`config.mk`:
```
export PLATFORM = sky130hd
export DESIGN_NAME = uwcir_regs
export DESIGN_NICKNAME = d
export VERILOG_FILES = /design/src/hw/uwcir_pkg.sv /design/src/hw/uwcir_regs.sv
export SDC_FILE = /design/constraint.sdc
export NUM_CORES = 1
export LEC_CHECK = 0
export BUFFER_PORTS_ARGS = -buffer_cell sky130_fd_sc_hd__clkbuf_2
export CAP_MARGIN = 10
export CORE_MARGIN = 4
export CORE_UTILIZATION = 45
export DETAILED_ROUTE_END_ITERATION = 10
export PLACE_DENSITY = 0.74
export SYNTH_ARGS = -nofsm -noshare
export SYNTH_HDL_FRONTEND = slang
export SYNTH_SLANG_ARGS = --single-unit
```
`constraint.sdc`:
```
create_clock -name clk_i -period 3.1 [get_ports clk_i]
set_input_delay 0.31 -clock clk_i [delete_from_list [all_inputs] [get_ports clk_i]]
set_output_delay 0.31 -clock clk_i [all_outputs]
set_load 0.005 [all_outputs]
```
`src/hw/uwcir_pkg.sv`:
```
/*
 * package for the wrapper control and interrupt register bank:
 * register offsets, field positions, reset values and carrier types.
 * assumes a single 125 MHz clock and a plain strobe register port.
 */
package uwcir_pkg;

	// ------------------------------------------------------------
	// register offsets (byte addresses)
	// ------------------------------------------------------------
	localparam logic [7:0] OFS_MODULE_CONTROL = 8'h04;
	localparam logic [7:0] OFS_MODULE_STATUS = 8'h08;
	localparam logic [7:0] OFS_ENDPOINT_FRAMING_ENABLE = 8'h10;
	localparam logic [7:0] OFS_AUTO_REQUEST_SELECT = 8'h14;
	localparam logic [7:0] OFS_INTERRUPT_SOURCE = 8'h20;
	localparam logic [7:0] OFS_INTERRUPT_SOURCE_SET = 8'h24;
	localparam logic [7:0] OFS_INTERRUPT_SOURCE_CLEAR = 8'h28;
	localparam logic [7:0] OFS_INTERRUPT_MASK = 8'h2c;
	localparam logic [7:0] OFS_INTERRUPT_MASK_SET = 8'h30;
	localparam logic [7:0] OFS_INTERRUPT_MASK_CLEAR = 8'h34;
	localparam logic [7:0] OFS_MASKED_INTERRUPT = 8'h38;

	// ------------------------------------------------------------
	// field positions
	// ------------------------------------------------------------
	localparam int CTL_SOFT_RESET_BIT = 0;
	localparam int CTL_CLOCK_STOP_QUICK_ACK_BIT = 1;
	localparam int CTL_CORE_IRQ_PATH_ENABLE_BIT = 3;
	localparam int CTL_NETWORK_FRAMING_MODE_BIT = 4;
	localparam int STS_BUS_POWER_DRIVE_BIT = 0;
	localparam int FRM_TX_LSB = 0;
	localparam int FRM_RX_LSB = 16;
	localparam int EP_COUNT = 4;

	// writable / live bits of each register
	localparam logic [31:0] CTL_RW_MASK = 32'h0000_001a;
	localparam logic [31:0] FRM_RW_MASK = 32'h000f_000f;
	localparam logic [31:0] AREQ_RW_MASK = 32'h0000_00ff;
	localparam logic [31:0] INT_FIELD_MASK = 32'h01ff_1f1f;

	// ------------------------------------------------------------
	// reset values and timing
	// ------------------------------------------------------------
	localparam logic [31:0] CTL_RESET = 32'h0000_0000;
	localparam logic [31:0] FRM_RESET = 32'h0000_0000;
	localparam logic [31:0] AREQ_RESET = 32'h0000_0000;
	localparam logic [31:0] INT_SRC_RESET = 32'h0000_0000;
	localparam logic [31:0] INT_MASK_RESET = 32'h0000_0000;
	localparam int CLK_PERIOD_NS = 8;
	localparam int SOFT_RESET_NS = 64;
	localparam int SOFT_RESET_CYCLES =
		(SOFT_RESET_NS + CLK_PERIOD_NS - 1) / CLK_PERIOD_NS;

	// ------------------------------------------------------------
	// auto-request encodings
	// ------------------------------------------------------------
	typedef enum logic [1:0] {
		UWCIR_AREQ_OFF = 2'h0,
		UWCIR_AREQ_ALL_BUT_EOP = 2'h1,
		UWCIR_AREQ_RESERVED = 2'h2,
		UWCIR_AREQ_ALWAYS = 2'h3
	} uwcir_areq_t;

	// ------------------------------------------------------------
	// carriers
	// ------------------------------------------------------------
	typedef struct packed {
		logic wr;
		logic rd;
		logic [7:0] addr;
		logic [31:0] wdata;
	} uwcir_req_t;

	typedef struct packed {
		logic [8:0] core;
		logic [4:0] rx;
		logic [4:0] tx;
	} uwcir_irq_t;

	typedef struct packed {
		logic network_framing_mode;
		logic core_irq_path_enable;
		logic clock_stop_quick_ack;
		logic [3:0] rx_framing_en;
		logic [3:0] tx_framing_en;
		logic [7:0] auto_request;
	} uwcir_cfg_t;

endpackage

```
`src/hw/uwcir_regs.sv`:
```
/*
 * control and interrupt register bank wrapped around a usb controller core.
 * assumes one clock, an asynchronous active-low reset, and a register
 * master that uses single-cycle read/write strobes with read data one
 * cycle later; core interrupt events arrive as one-cycle pulses.
 */
// Our own choices: the address map and the strobed register port.
`timescale 1ns/1ns

module uwcir_regs #(
	parameter int SOFT_RESET_LEN = uwcir_pkg::SOFT_RESET_CYCLES
) (
	// clock and reset
	input wire logic clk_i,
	input wire logic rst_n_i,
	// register port
	input wire logic reg_wr_i,
	input wire logic reg_rd_i,
	input wire logic [7:0] reg_addr_i,
	input wire logic [31:0] reg_wdata_i,
	output logic [31:0] reg_rdata_o,
	// usb core side
	input wire logic bus_power_drive_i,
	input wire logic [8:0] core_evt_i,
	input wire logic [4:0] rx_evt_i,
	input wire logic [4:0] tx_evt_i,
	output logic core_soft_reset_o,
	output logic clock_stop_quick_ack_o,
	output logic network_framing_mode_o,
	output logic [3:0] rx_framing_en_o,
	output logic [3:0] tx_framing_en_o,
	output logic [7:0] auto_request_o,
	// interrupt to cpu
	output logic irq_o
);

	// ------------------------------------------------------------
	// helpers
	// ------------------------------------------------------------
	function automatic logic hit(input logic [7:0] a, input logic [7:0] ofs);
		return a == ofs;
	endfunction

	function automatic logic [31:0] pack_irq(input uwcir_pkg::uwcir_irq_t v);
		return {7'h00, v.core, 3'h0, v.rx, 3'h0, v.tx};
	endfunction

	function automatic uwcir_pkg::uwcir_irq_t unpack_irq(input logic [31:0] w);
		uwcir_pkg::uwcir_irq_t v;
		v.core = w[24:16];
		v.rx = w[12:8];
		v.tx = w[4:0];
		return v;
	endfunction

	// reserved code 2 is driven to the core side as off
	function automatic logic [1:0] areq_legal(input logic [1:0] c);
		return (c == 2'(uwcir_pkg::UWCIR_AREQ_RESERVED)) ? 2'(uwcir_pkg::UWCIR_AREQ_OFF) : c;
	endfunction

	uwcir_pkg::uwcir_req_t req;
	assign req = '{wr: reg_wr_i, rd: reg_rd_i, addr: reg_addr_i, wdata: reg_wdata_i};

	logic wr_ctl, wr_frm, wr_areq, wr_set, wr_clr, wr_mset, wr_mclr, wr_mask;
	assign wr_ctl = req.wr && hit(req.addr, uwcir_pkg::OFS_MODULE_CONTROL);
	assign wr_frm = req.wr && hit(req.addr, uwcir_pkg::OFS_ENDPOINT_FRAMING_ENABLE);
	assign wr_areq = req.wr && hit(req.addr, uwcir_pkg::OFS_AUTO_REQUEST_SELECT);
	assign wr_set = req.wr && hit(req.addr, uwcir_pkg::OFS_INTERRUPT_SOURCE_SET);
	assign wr_clr = req.wr && hit(req.addr, uwcir_pkg::OFS_INTERRUPT_SOURCE_CLEAR);
	assign wr_mask = req.wr && hit(req.addr, uwcir_pkg::OFS_INTERRUPT_MASK);
	assign wr_mset = req.wr && hit(req.addr, uwcir_pkg::OFS_INTERRUPT_MASK_SET);
	assign wr_mclr = req.wr && hit(req.addr, uwcir_pkg::OFS_INTERRUPT_MASK_CLEAR);

	// ------------------------------------------------------------
	// control register and soft reset sequencer
	// ------------------------------------------------------------
	typedef enum logic [1:0] {
		UWCIR_RST_IDLE = 2'b01,
		UWCIR_RST_BUSY = 2'b10
	} uwcir_rst_state_t;

	uwcir_rst_state_t rst_state_r;
	logic [15:0] rst_cnt_r;
	logic [31:0] ctl_r;

	always_ff @(posedge clk_i or negedge rst_n_i) begin
		if (!rst_n_i) begin
			rst_state_r <= UWCIR_RST_IDLE;
			rst_cnt_r <= 16'h0000;
		end else begin
			case (rst_state_r)
				UWCIR_RST_IDLE: begin
					if (wr_ctl && req.wdata[uwcir_pkg::CTL_SOFT_RESET_BIT]) begin
						rst_state_r <= UWCIR_RST_BUSY;
						rst_cnt_r <= 16'(SOFT_RESET_LEN - 1);
					end
				end
				UWCIR_RST_BUSY: begin
					if (rst_cnt_r == 16'h0000) begin
						rst_state_r <= UWCIR_RST_IDLE;
					end else begin
						rst_cnt_r <= rst_cnt_r - 16'h0001;
					end
				end
				default: begin
					rst_state_r <= UWCIR_RST_IDLE;
				end
			endcase
		end
	end

	logic soft_rst;
	assign soft_rst = (rst_state_r == UWCIR_RST_BUSY);

	always_ff @(posedge clk_i or negedge rst_n_i) begin
		if (!rst_n_i) begin
			ctl_r <= uwcir_pkg::CTL_RESET;
		end else if (wr_ctl) begin
			ctl_r <= req.wdata & uwcir_pkg::CTL_RW_MASK;
		end
	end

	always_ff @(posedge clk_i or negedge rst_n_i) begin
		if (!rst_n_i) begin
			core_soft_reset_o <= 1'b0;
		end else begin
			core_soft_reset_o <= soft_rst;
		end
	end

	// ------------------------------------------------------------
	// framing and auto-request registers
	// ------------------------------------------------------------
	logic [31:0] frm_r, areq_r;

	always_ff @(posedge clk_i or negedge rst_n_i) begin
		if (!rst_n_i) begin
			frm_r <= uwcir_pkg::FRM_RESET;
		end else if (wr_frm) begin
			frm_r <= req.wdata & uwcir_pkg::FRM_RW_MASK;
		end
	end

	always_ff @(posedge clk_i or negedge rst_n_i) begin
		if (!rst_n_i) begin
			areq_r <= uwcir_pkg::AREQ_RESET;
		end else if (wr_areq) begin
			areq_r <= req.wdata & uwcir_pkg::AREQ_RW_MASK;
		end
	end

	uwcir_pkg::uwcir_cfg_t cfg_nxt;
	always_comb begin
		cfg_nxt.network_framing_mode = ctl_r[uwcir_pkg::CTL_NETWORK_FRAMING_MODE_BIT];
		cfg_nxt.core_irq_path_enable = ctl_r[uwcir_pkg::CTL_CORE_IRQ_PATH_ENABLE_BIT];
		cfg_nxt.clock_stop_quick_ack = ctl_r[uwcir_pkg::CTL_CLOCK_STOP_QUICK_ACK_BIT];
		cfg_nxt.rx_framing_en = frm_r[uwcir_pkg::FRM_RX_LSB +: uwcir_pkg::EP_COUNT];
		cfg_nxt.tx_framing_en = frm_r[uwcir_pkg::FRM_TX_LSB +: uwcir_pkg::EP_COUNT];
		for (int i = 0; i < uwcir_pkg::EP_COUNT; i++) begin
			cfg_nxt.auto_request[2*i +: 2] = areq_legal(areq_r[2*i +: 2]);
		end
	end

	always_ff @(posedge clk_i or negedge rst_n_i) begin
		if (!rst_n_i) begin
			network_framing_mode_o <= 1'b0;
			clock_stop_quick_ack_o <= 1'b0;
			rx_framing_en_o <= 4'h0;
			tx_framing_en_o <= 4'h0;
			auto_request_o <= 8'h00;
		end else begin
			network_framing_mode_o <= cfg_nxt.network_framing_mode;
			clock_stop_quick_ack_o <= cfg_nxt.clock_stop_quick_ack;
			rx_framing_en_o <= cfg_nxt.rx_framing_en;
			tx_framing_en_o <= cfg_nxt.tx_framing_en;
			auto_request_o <= cfg_nxt.auto_request;
		end
	end

	// ------------------------------------------------------------
	// interrupt sources and mask
	// ------------------------------------------------------------
	logic [31:0] src_r, mask_r, hw_evt, sw_set, sw_clr;
	assign hw_evt = pack_irq('{core: core_evt_i, rx: rx_evt_i, tx: tx_evt_i});
	assign sw_set = wr_set ? (req.wdata & uwcir_pkg::INT_FIELD_MASK) : 32'h0000_0000;
	assign sw_clr = wr_clr ? (req.wdata & uwcir_pkg::INT_FIELD_MASK) : 32'h0000_0000;

	always_ff @(posedge clk_i or negedge rst_n_i) begin
		if (!rst_n_i) begin
			src_r <= uwcir_pkg::INT_SRC_RESET;
		end else if (soft_rst) begin
			src_r <= uwcir_pkg::INT_SRC_RESET;
		end else begin
			// forced and hardware events share one path, and both beat a clear
			src_r <= (src_r & ~sw_clr) | hw_evt | sw_set;
		end
	end

	always_ff @(posedge clk_i or negedge rst_n_i) begin
		if (!rst_n_i) begin
			mask_r <= uwcir_pkg::INT_MASK_RESET;
		end else if (wr_mask) begin
			mask_r <= req.wdata & uwcir_pkg::INT_FIELD_MASK;
		end else if (wr_mset) begin
			mask_r <= mask_r | (req.wdata & uwcir_pkg::INT_FIELD_MASK);
		end else if (wr_mclr) begin
			mask_r <= mask_r & ~req.wdata;
		end
	end

	logic [31:0] masked;
	assign masked = src_r & mask_r;

	always_ff @(posedge clk_i or negedge rst_n_i) begin
		if (!rst_n_i) begin
			irq_o <= 1'b0;
		end else begin
			irq_o <= ctl_r[uwcir_pkg::CTL_CORE_IRQ_PATH_ENABLE_BIT] && (|masked);
		end
	end

	// ------------------------------------------------------------
	// read path
	// ------------------------------------------------------------
	always_ff @(posedge clk_i or negedge rst_n_i) begin
		if (!rst_n_i) begin
			reg_rdata_o <= 32'h0000_0000;
		end else if (req.rd) begin
			case (req.addr)
				uwcir_pkg::OFS_MODULE_CONTROL: begin
					reg_rdata_o <= ctl_r | {31'h0000_0000, soft_rst};
				end
				uwcir_pkg::OFS_MODULE_STATUS: begin
					reg_rdata_o <= {31'h0000_0000, bus_power_drive_i};
				end
				uwcir_pkg::OFS_ENDPOINT_FRAMING_ENABLE: begin
					reg_rdata_o <= frm_r;
				end
				uwcir_pkg::OFS_AUTO_REQUEST_SELECT: begin
					reg_rdata_o <= areq_r;
				end
				uwcir_pkg::OFS_INTERRUPT_SOURCE: begin
					reg_rdata_o <= src_r;
				end
				uwcir_pkg::OFS_INTERRUPT_MASK: begin
					reg_rdata_o <= mask_r;
				end
				uwcir_pkg::OFS_MASKED_INTERRUPT: begin
					reg_rdata_o <= masked;
				end
				default: begin
					// write-only and unmapped addresses read zero
					reg_rdata_o <= 32'h0000_0000;
				end
			endcase
		end else begin
			reg_rdata_o <= 32'h0000_0000;
		end
	end

endmodule

```
==> results.toml, run 1 <==
[run_status]
status = "finished, final reports clean"

[sta]
setup_viol_count_final = 0
tightest_slew_ns = 0.874
min_period_ns = 2.35
clock_skew_ns = 0.00651
relSlewSlack = 0.414
max_freq_mhz = 425
setup_tns_ns = 0
report.final.slew_viol_count = 0
hold_viol_final = 0
rsz0062_at_grt = "no"
final.period_utilization = 0.759
whs_ns = 0.140

[floorplan]
num_rows = 43
start_util = 0.458
die_w_um = 127
die_h_um = 127
dieArea_mm2 = 0.0161
ioPinCount = 116
core_region_area_mm2 = 0.0139

[global_route]
grt_max_degree = 64
grt_pass1_vias = 5282
antenna_found_initial = 0
grt_overflow = 0
grt_pass1_wl_um = 27300
grtUsageTotal = 0.217

[drt]
first_pass_iters = 5
drc = 0
wirelength_um = 17000
drtIter0Drc = 464
ant_nets = 0
detail_route.wl_per_cell_um = 18.8
via_count = 5374
post_drt_via_cell_ratio = 5.94

[final_layout]
design_area_mm2 = 0.00780
layout-drive-gt1-share = 0.255
antennaDiodeCount = 0
nets = 777
area_growth_pct = 22.8
fillers = 1189

[synthesis]
synth_top_family_by_area = "compound AO/OA/AOI/OAI gates"
synth_compound_area_frac = 0.219
seq_area_frac_synth = 0.551
yosys.area_share.simple = 0.157
ys_warn_count = 0
synthMuxAreaShare = 0.0289
synth-async-reset-ratio = 1.00
netlist_instances = 601
synth_edf_count = 0
ys_types = 66
synth_ff_type = "dfrtp_1"
ys_ff_latch = 140
synth_xor_area_frac = 0.00276
syn_nets = 666
syn-cell-area_mm2 = 0.00636
syn_avg_cell_area_um2 = 10.6
synth_fa_ha_area_frac = 0.00197

[worst_setup_path]
r2r-end = "rst_cnt_r[14]$_DFFE_PN0P_"
arrival_ns = 2.70
crit_type = "reg -> reg"
startpoint_type = "flop"
worst-r2r-setup-slack_ns = 0.75
critPathCaptureType = "flop"
crit_start = "rst_cnt_r[0]$_DFFE_PN0P_"
cp_max_fo = 7
r2r_start = "rst_cnt_r[0]$_DFFE_PN0P_"
r2r_cells = 6
critPathRequiredTime_ns = 3.45

[power]
power.leakage_nw = 3.59
ir_drop_mv = 0.355
p_per_area_mw_per_mm2 = 572

[placement]
gp_congestion = 0.944
io_buffers = 115
dpl_cell_area_mm2 = 0.00712
dp_hpwl_um = 11900

[worst_hold_path]
min_from = "rx_evt_i[3]"
hold-path-cell-count = 3
holdPathEnd = "src_r[11]$_DFF_PN0_"
min_path_type = "in -> reg"

[clock_network]
clock-root-buffer = "clkbuf_16"
cts_tree = "done"
clock-sinks = 140
insertion_delay_ns = 0.42
post_cts_buffers = 0
cts-htree-levels = 4
numCtsBuffers = 17
clock_path_buffers = 2
clkTransAtPathRegs_ns = 0.06

[run]
cap_violations = 0
==> per-layer routing <==
metal	global-route usage	part of all wire
met1	0.292	0.42
met2	0.339	0.47
met3	0.0480	0.081
met4	0.0953	0.028
met5	0	0
==> worst max-delay path, cell delays in order, from the launching register on <==
cell	delay (ns)
dfrtp_1	0.39
inv_1	0.10
ha_1	0.24
or4b_4	0.52
or3_1	0.46
or4_1	0.49
o21ai_1	0.08
==> power by group <==
group	switching (mW)	total (mW)	internal (mW)
logic	0.170	0.287	0.117
clock network	0.744	2.25	1.51
registers	0.0466	1.93	1.88
total	0.960	4.47	3.50
==> synthesized netlist by cell type (2+ instances only) <==
cell       count  area (µm²)
o21ai_0       33         165
nand2_1       40         150
a222oi_1       3        30.0
nand3b_1       2        15.0
nor2_1        25        93.8
o311ai_0       2        17.5
o21a_1        16         120
nor2b_1        4        25.0
and4_1         2        17.5
inv_1         23        86.3
and3b_1        4        35.0
or4_1          8        60.1
nor3_1        15        75.1
mux2i_1        6        60.1
dfrtp_1      139        3480
nand4_1        4        25.0
mux2_2        11         124
a211oi_1      13        97.6
a32oi_1        5        43.8
a21o_1        26         195
a21oi_1       49         245
nor4_1         3        18.8
nor4b_1        4        35.0
a22o_1        20         175
and3_1         3        18.8
a2bb2oi_1      2        17.5
a221oi_1       2        17.5
and2_1        20         125
or3b_2         2        17.5
nor4_2         2        25.0
o31ai_1        4        30.0
o211ai_1       2        15.0
a311oi_1       5        43.8
buf_2         13        65.1
or3_1          7        43.8
clkbuf_1      24        90.1
nand2b_1       4        25.0
or4b_1         2        20.0
nor3b_1        4        30.0
nand3_1       12        60.1
a22oi_1       11        82.6
==> sequential cells by signal, indices dropped and copies added (netlist names) <==
| name | flops |
|---|---|
| areq_r | 8 |
| auto_request_o | 8 |
| clock_stop_quick_ack_o | 1 |
| core_soft_reset_o | 1 |
| ctl_r | 3 |
| frm_r | 8 |
| irq_o | 1 |
| mask_r | 32 |
| network_framing_mode_o | 1 |
| reg_rdata_o | 32 |
| rst_cnt_r | 16 |
| rst_state_r | 2 |
| rx_framing_en_o | 4 |
| src_r | 19 |
| tx_framing_en_o | 4 |
==> stage by stage <==
stage	power (mW)	setup WS, ns	util	instances
2_1_floorplan	2.08	0.867	-	601
3_3_place_gp	2.23	0.724	0.513	872
3_5_place_dp	2.24	0.665	0.513	872
4_1_cts	4.50	0.750	0.562	905
5_1_grt	4.62	0.616	0.562	905
6_report	4.47	0.747	0.562	905
==> cell type report <==
cell class              count  area [µm²]  share of cell area
clock buffers              21         480              0.0616
clock inverters            11         188              0.0241
inverters                  24        90.1              0.0115
multi-input cells         400        2610               0.335
flip-flops and latches    140        3500               0.449
well taps                 180         225              0.0289
repair buffers            129         702              0.0900
==> placed cells by master (no fill, tap or decap), types with 3 or more instances in the layout <==
cell type | synthesis | layout
a311oi_1 | 5 | 5
nor4b_1 | 4 | 4
nand2_1 | 40 | 40
clkbuf_16 | 0 | 17
and2_1 | 20 | 20
clkbuf_8 | 0 | 4
clkinv_2 | 0 | 4
o21ai_0 | 33 | 33
a211oi_1 | 13 | 13
nand4_1 | 4 | 4
mux2i_1 | 6 | 6
mux2_2 | 11 | 11
a32oi_1 | 5 | 5
bufinv_16 | 0 | 5
nor2b_1 | 4 | 4
and3_1 | 3 | 3
a21o_1 | 26 | 26
a22o_1 | 20 | 20
nor4_1 | 3 | 3
clkbuf_2 | 0 | 114
o31ai_1 | 4 | 4
nand2b_1 | 4 | 4
inv_1 | 23 | 23
dfrtp_1 | 139 | 139
nor3b_1 | 4 | 4
nand3_1 | 12 | 12
nor2_1 | 25 | 25
o21a_1 | 16 | 16
buf_4 | 0 | 12
or4_1 | 8 | 8
a222oi_1 | 3 | 3
or3_1 | 7 | 7
a22oi_1 | 11 | 11
a21oi_1 | 49 | 49
and3b_1 | 4 | 4
nor3_1 | 15 | 15
==> how the worst max path moves through the flow <==
stage	end	slack, ns	cells after the start
2_1_floorplan	rst_cnt_r[14]$_DFFE_PN0P_	0.87	7
3_3_place_gp	reg_rdata_o[20]$_DFF_PN0_	0.72	6
3_5_place_dp	reg_rdata_o[22]$_DFF_PN0_	0.66	6
4_1_cts	rst_cnt_r[14]$_DFFE_PN0P_	0.75	6
5_1_grt	rst_cnt_r[14]$_DFFE_PN0P_	0.62	6
6_report	rst_cnt_r[14]$_DFFE_PN0P_	0.75	6
==> cells by family after synthesis <==
family / after synthesis
AO/OA/AOI/OAI: 205
AND/OR/NAND/NOR: 175
flip-flops: 140
buffers and inverters: 61
multiplexers: 17
XOR/XNOR: 2
adder cells (fa/ha/maj): 1
==> what timing repair did <==
item	in CTS	in global routing
hold buffers	1	0
gates resized for setup	0	0
hold endpoints to repair	60	0
No activity file was read; power rests on OpenSTA's default activity.
==> run 2: changes to the inputs <==
==> constraint.sdc (replaced) <==
create_clock -name clk_i -period 2.4 [get_ports clk_i]
set_input_delay 0.24 -clock clk_i [delete_from_list [all_inputs] [get_ports clk_i]]
set_output_delay 0.24 -clock clk_i [all_outputs]
set_load 0.005 [all_outputs]
==> results.toml, run 2 (synthesis gave the netlist of run 1 again) <==
[power]
p_per_area_mw_per_mm2 = 720
ir_drop_mv = 0.480
power.leakage_nw = 3.65

[drt]
drc = 0
via_count = 5472
drtIter0Drc = 605
post_drt_via_cell_ratio = 5.95
ant_nets = 0
first_pass_iters = 5
wirelength_um = 17400
detail_route.wl_per_cell_um = 19.0

[floorplan]
core_region_area_mm2 = 0.0139
dieArea_mm2 = 0.0161
die_h_um = 127
die_w_um = 127
start_util = 0.458
ioPinCount = 116
num_rows = 43

[worst_setup_path]
cp_max_fo = 5
critPathRequiredTime_ns = 2.68
critPathCaptureType = "flop"
r2r-end = "rst_cnt_r[2]$_DFFE_PN0P_"
crit_type = "reg -> reg"
r2r_start = "rst_cnt_r[0]$_DFFE_PN0P_"
startpoint_type = "flop"
arrival_ns = 2.63
r2r_cells = 6
worst-r2r-setup-slack_ns = 0.05

[sta]
setup_viol_count_final = 0
setup_tns_ns = 0
report.final.slew_viol_count = 0
min_period_ns = 2.35
max_freq_mhz = 425
relSlewSlack = 0.592
final.period_utilization = 0.979
hold_viol_final = 0
clock_skew_ns = 0.00332
tightest_slew_ns = 0.613
rsz0062_at_grt = "no"

[global_route]
grt_overflow = 0
grt_pass1_wl_um = 27900
grt_pass1_vias = 5443
grt_max_degree = 64
antenna_found_initial = 0
grtUsageTotal = 0.219

[worst_hold_path]
holdPathEnd = "src_r[9]$_DFF_PN0_"
min_path_type = "in -> reg"
min_from = "rx_evt_i[1]"
hold-path-cell-count = 3

[run]
cap_violations = 0

[placement]
dp_cells = 887
io_buffers = 115
dp_hpwl_um = 12100
gp_congestion = 0.903

[final_layout]
area_growth_pct = 24.4
final_cell_mix = "dfrtp_1, clkbuf_2, a21oi_1"
final_cells = 919
layout-drive-gt1-share = 0.273
top_regs = "mask_r x32, reg_rdata_o x32, src_r x19"
antennaDiodeCount = 0
nets = 792
layout_commonest_cell = "dfrtp_1"
fillers = 1167

[run_status]
status = "finished, final reports clean"

[clock_network]
clock-root-buffer = "clkbuf_16"
cts_tree = "done"
clock-sinks = 140
cts-htree-levels = 4
post_cts_buffers = 0
clkTransAtPathRegs_ns = 0.06
insertion_delay_ns = 0.42
numCtsBuffers = 17
clock_path_buffers = 2
-- run 2: changes by cell type in the layout (fill, tap and decap cells not counted), sizes merged --
cell      before  now
clkinvlp       0    3
buf           14   29
clkinv         6    5
clkbuf       135  132
-- run 2: worst max path at each step --
| stage | start | end | slack (ns) | cells after the start |
|---|---|---|---|---|
| floorplan | rst_cnt_r[0]$_DFFE_PN0P_ | rst_cnt_r[14]$_DFFE_PN0P_ | 0.17 | 7 |
| global placement | rst_cnt_r[0]$_DFFE_PN0P_ | rst_cnt_r[14]$_DFFE_PN0P_ | 0.14 | 6 |
| detailed placement | rst_cnt_r[0]$_DFFE_PN0P_ | rst_cnt_r[14]$_DFFE_PN0P_ | 0.06 | 6 |
| CTS | rst_cnt_r[0]$_DFFE_PN0P_ | rst_cnt_r[2]$_DFFE_PN0P_ | 0.06 | 6 |
| global route | rst_cnt_r[1]$_DFFE_PN0P_ | rst_cnt_r[2]$_DFFE_PN0P_ | 0.005 | 6 |
| finish | rst_cnt_r[0]$_DFFE_PN0P_ | rst_cnt_r[2]$_DFFE_PN0P_ | 0.05 | 6 |
-- run 2: per-layer routing --
metal / up-vias / GRT usage / wire length (µm)
met5: - / 0 / 0
met4: 0 / 0.0839 / 340
met3: 36 / 0.0531 / 1510
met2: 288 / 0.347 / 8260
met1: 2683 / 0.294 / 7320
li1: 2465 / - / -
-- run 2: area by class of cell --
class,instances,area (µm²),share of cell area
flip-flops and latches,140,3500,0.443
multi-input cells,400,2630,0.333
repair buffers,144,815,0.103
clock buffers,18,439,0.0556
well taps,180,225,0.0285
clock inverters,13,198,0.0250
inverters,24,90.1,0.0114
-- run 2: critical path, cell delays in order (launching register included) --
cell and delay (ns):
dfrtp_1 0.39, inv_1 0.10, ha_2 0.22, or4b_4 0.52
or4_4 0.60, a311oi_1 0.28, a31oi_1 0.09
-- run 2: where the power goes --
group          internal [mW]  total [mW]  switching, mW
Sequential              2.43        2.49         0.0587
Combinational          0.157       0.381          0.225
Clock                   1.85        2.82          0.969
Total                   4.44        5.69           1.25
-- run 2: what timing repair did --
action / 4_1_cts / 5_1_grt
endpoints found under the hold margin: 60 / 0
endpoints found under the setup margin: 0 / 5
hold buffers: 1 / 0
resized for setup: 0 / 5
-- run 2: stage by stage --
| stage | total power, mW | util | setup slack (ns) | hold WS (ns) | cell area, µm² |
|---|---|---|---|---|---|
| floorplan | 2.69 | - | 0.167 | -0.0556 | 6360 |
| global placement | 2.88 | 0.521 | 0.142 | 0.256 | 7240 |
| detailed placement | 2.90 | 0.521 | 0.0579 | 0.264 | 7240 |
| CTS | 5.72 | 0.568 | 0.0552 | 0.0608 | 7880 |
| global route | 5.87 | 0.569 | 0.00501 | 0.0749 | 7910 |
| finish | 5.69 | 0.569 | 0.0495 | 0.0739 | 7910 |
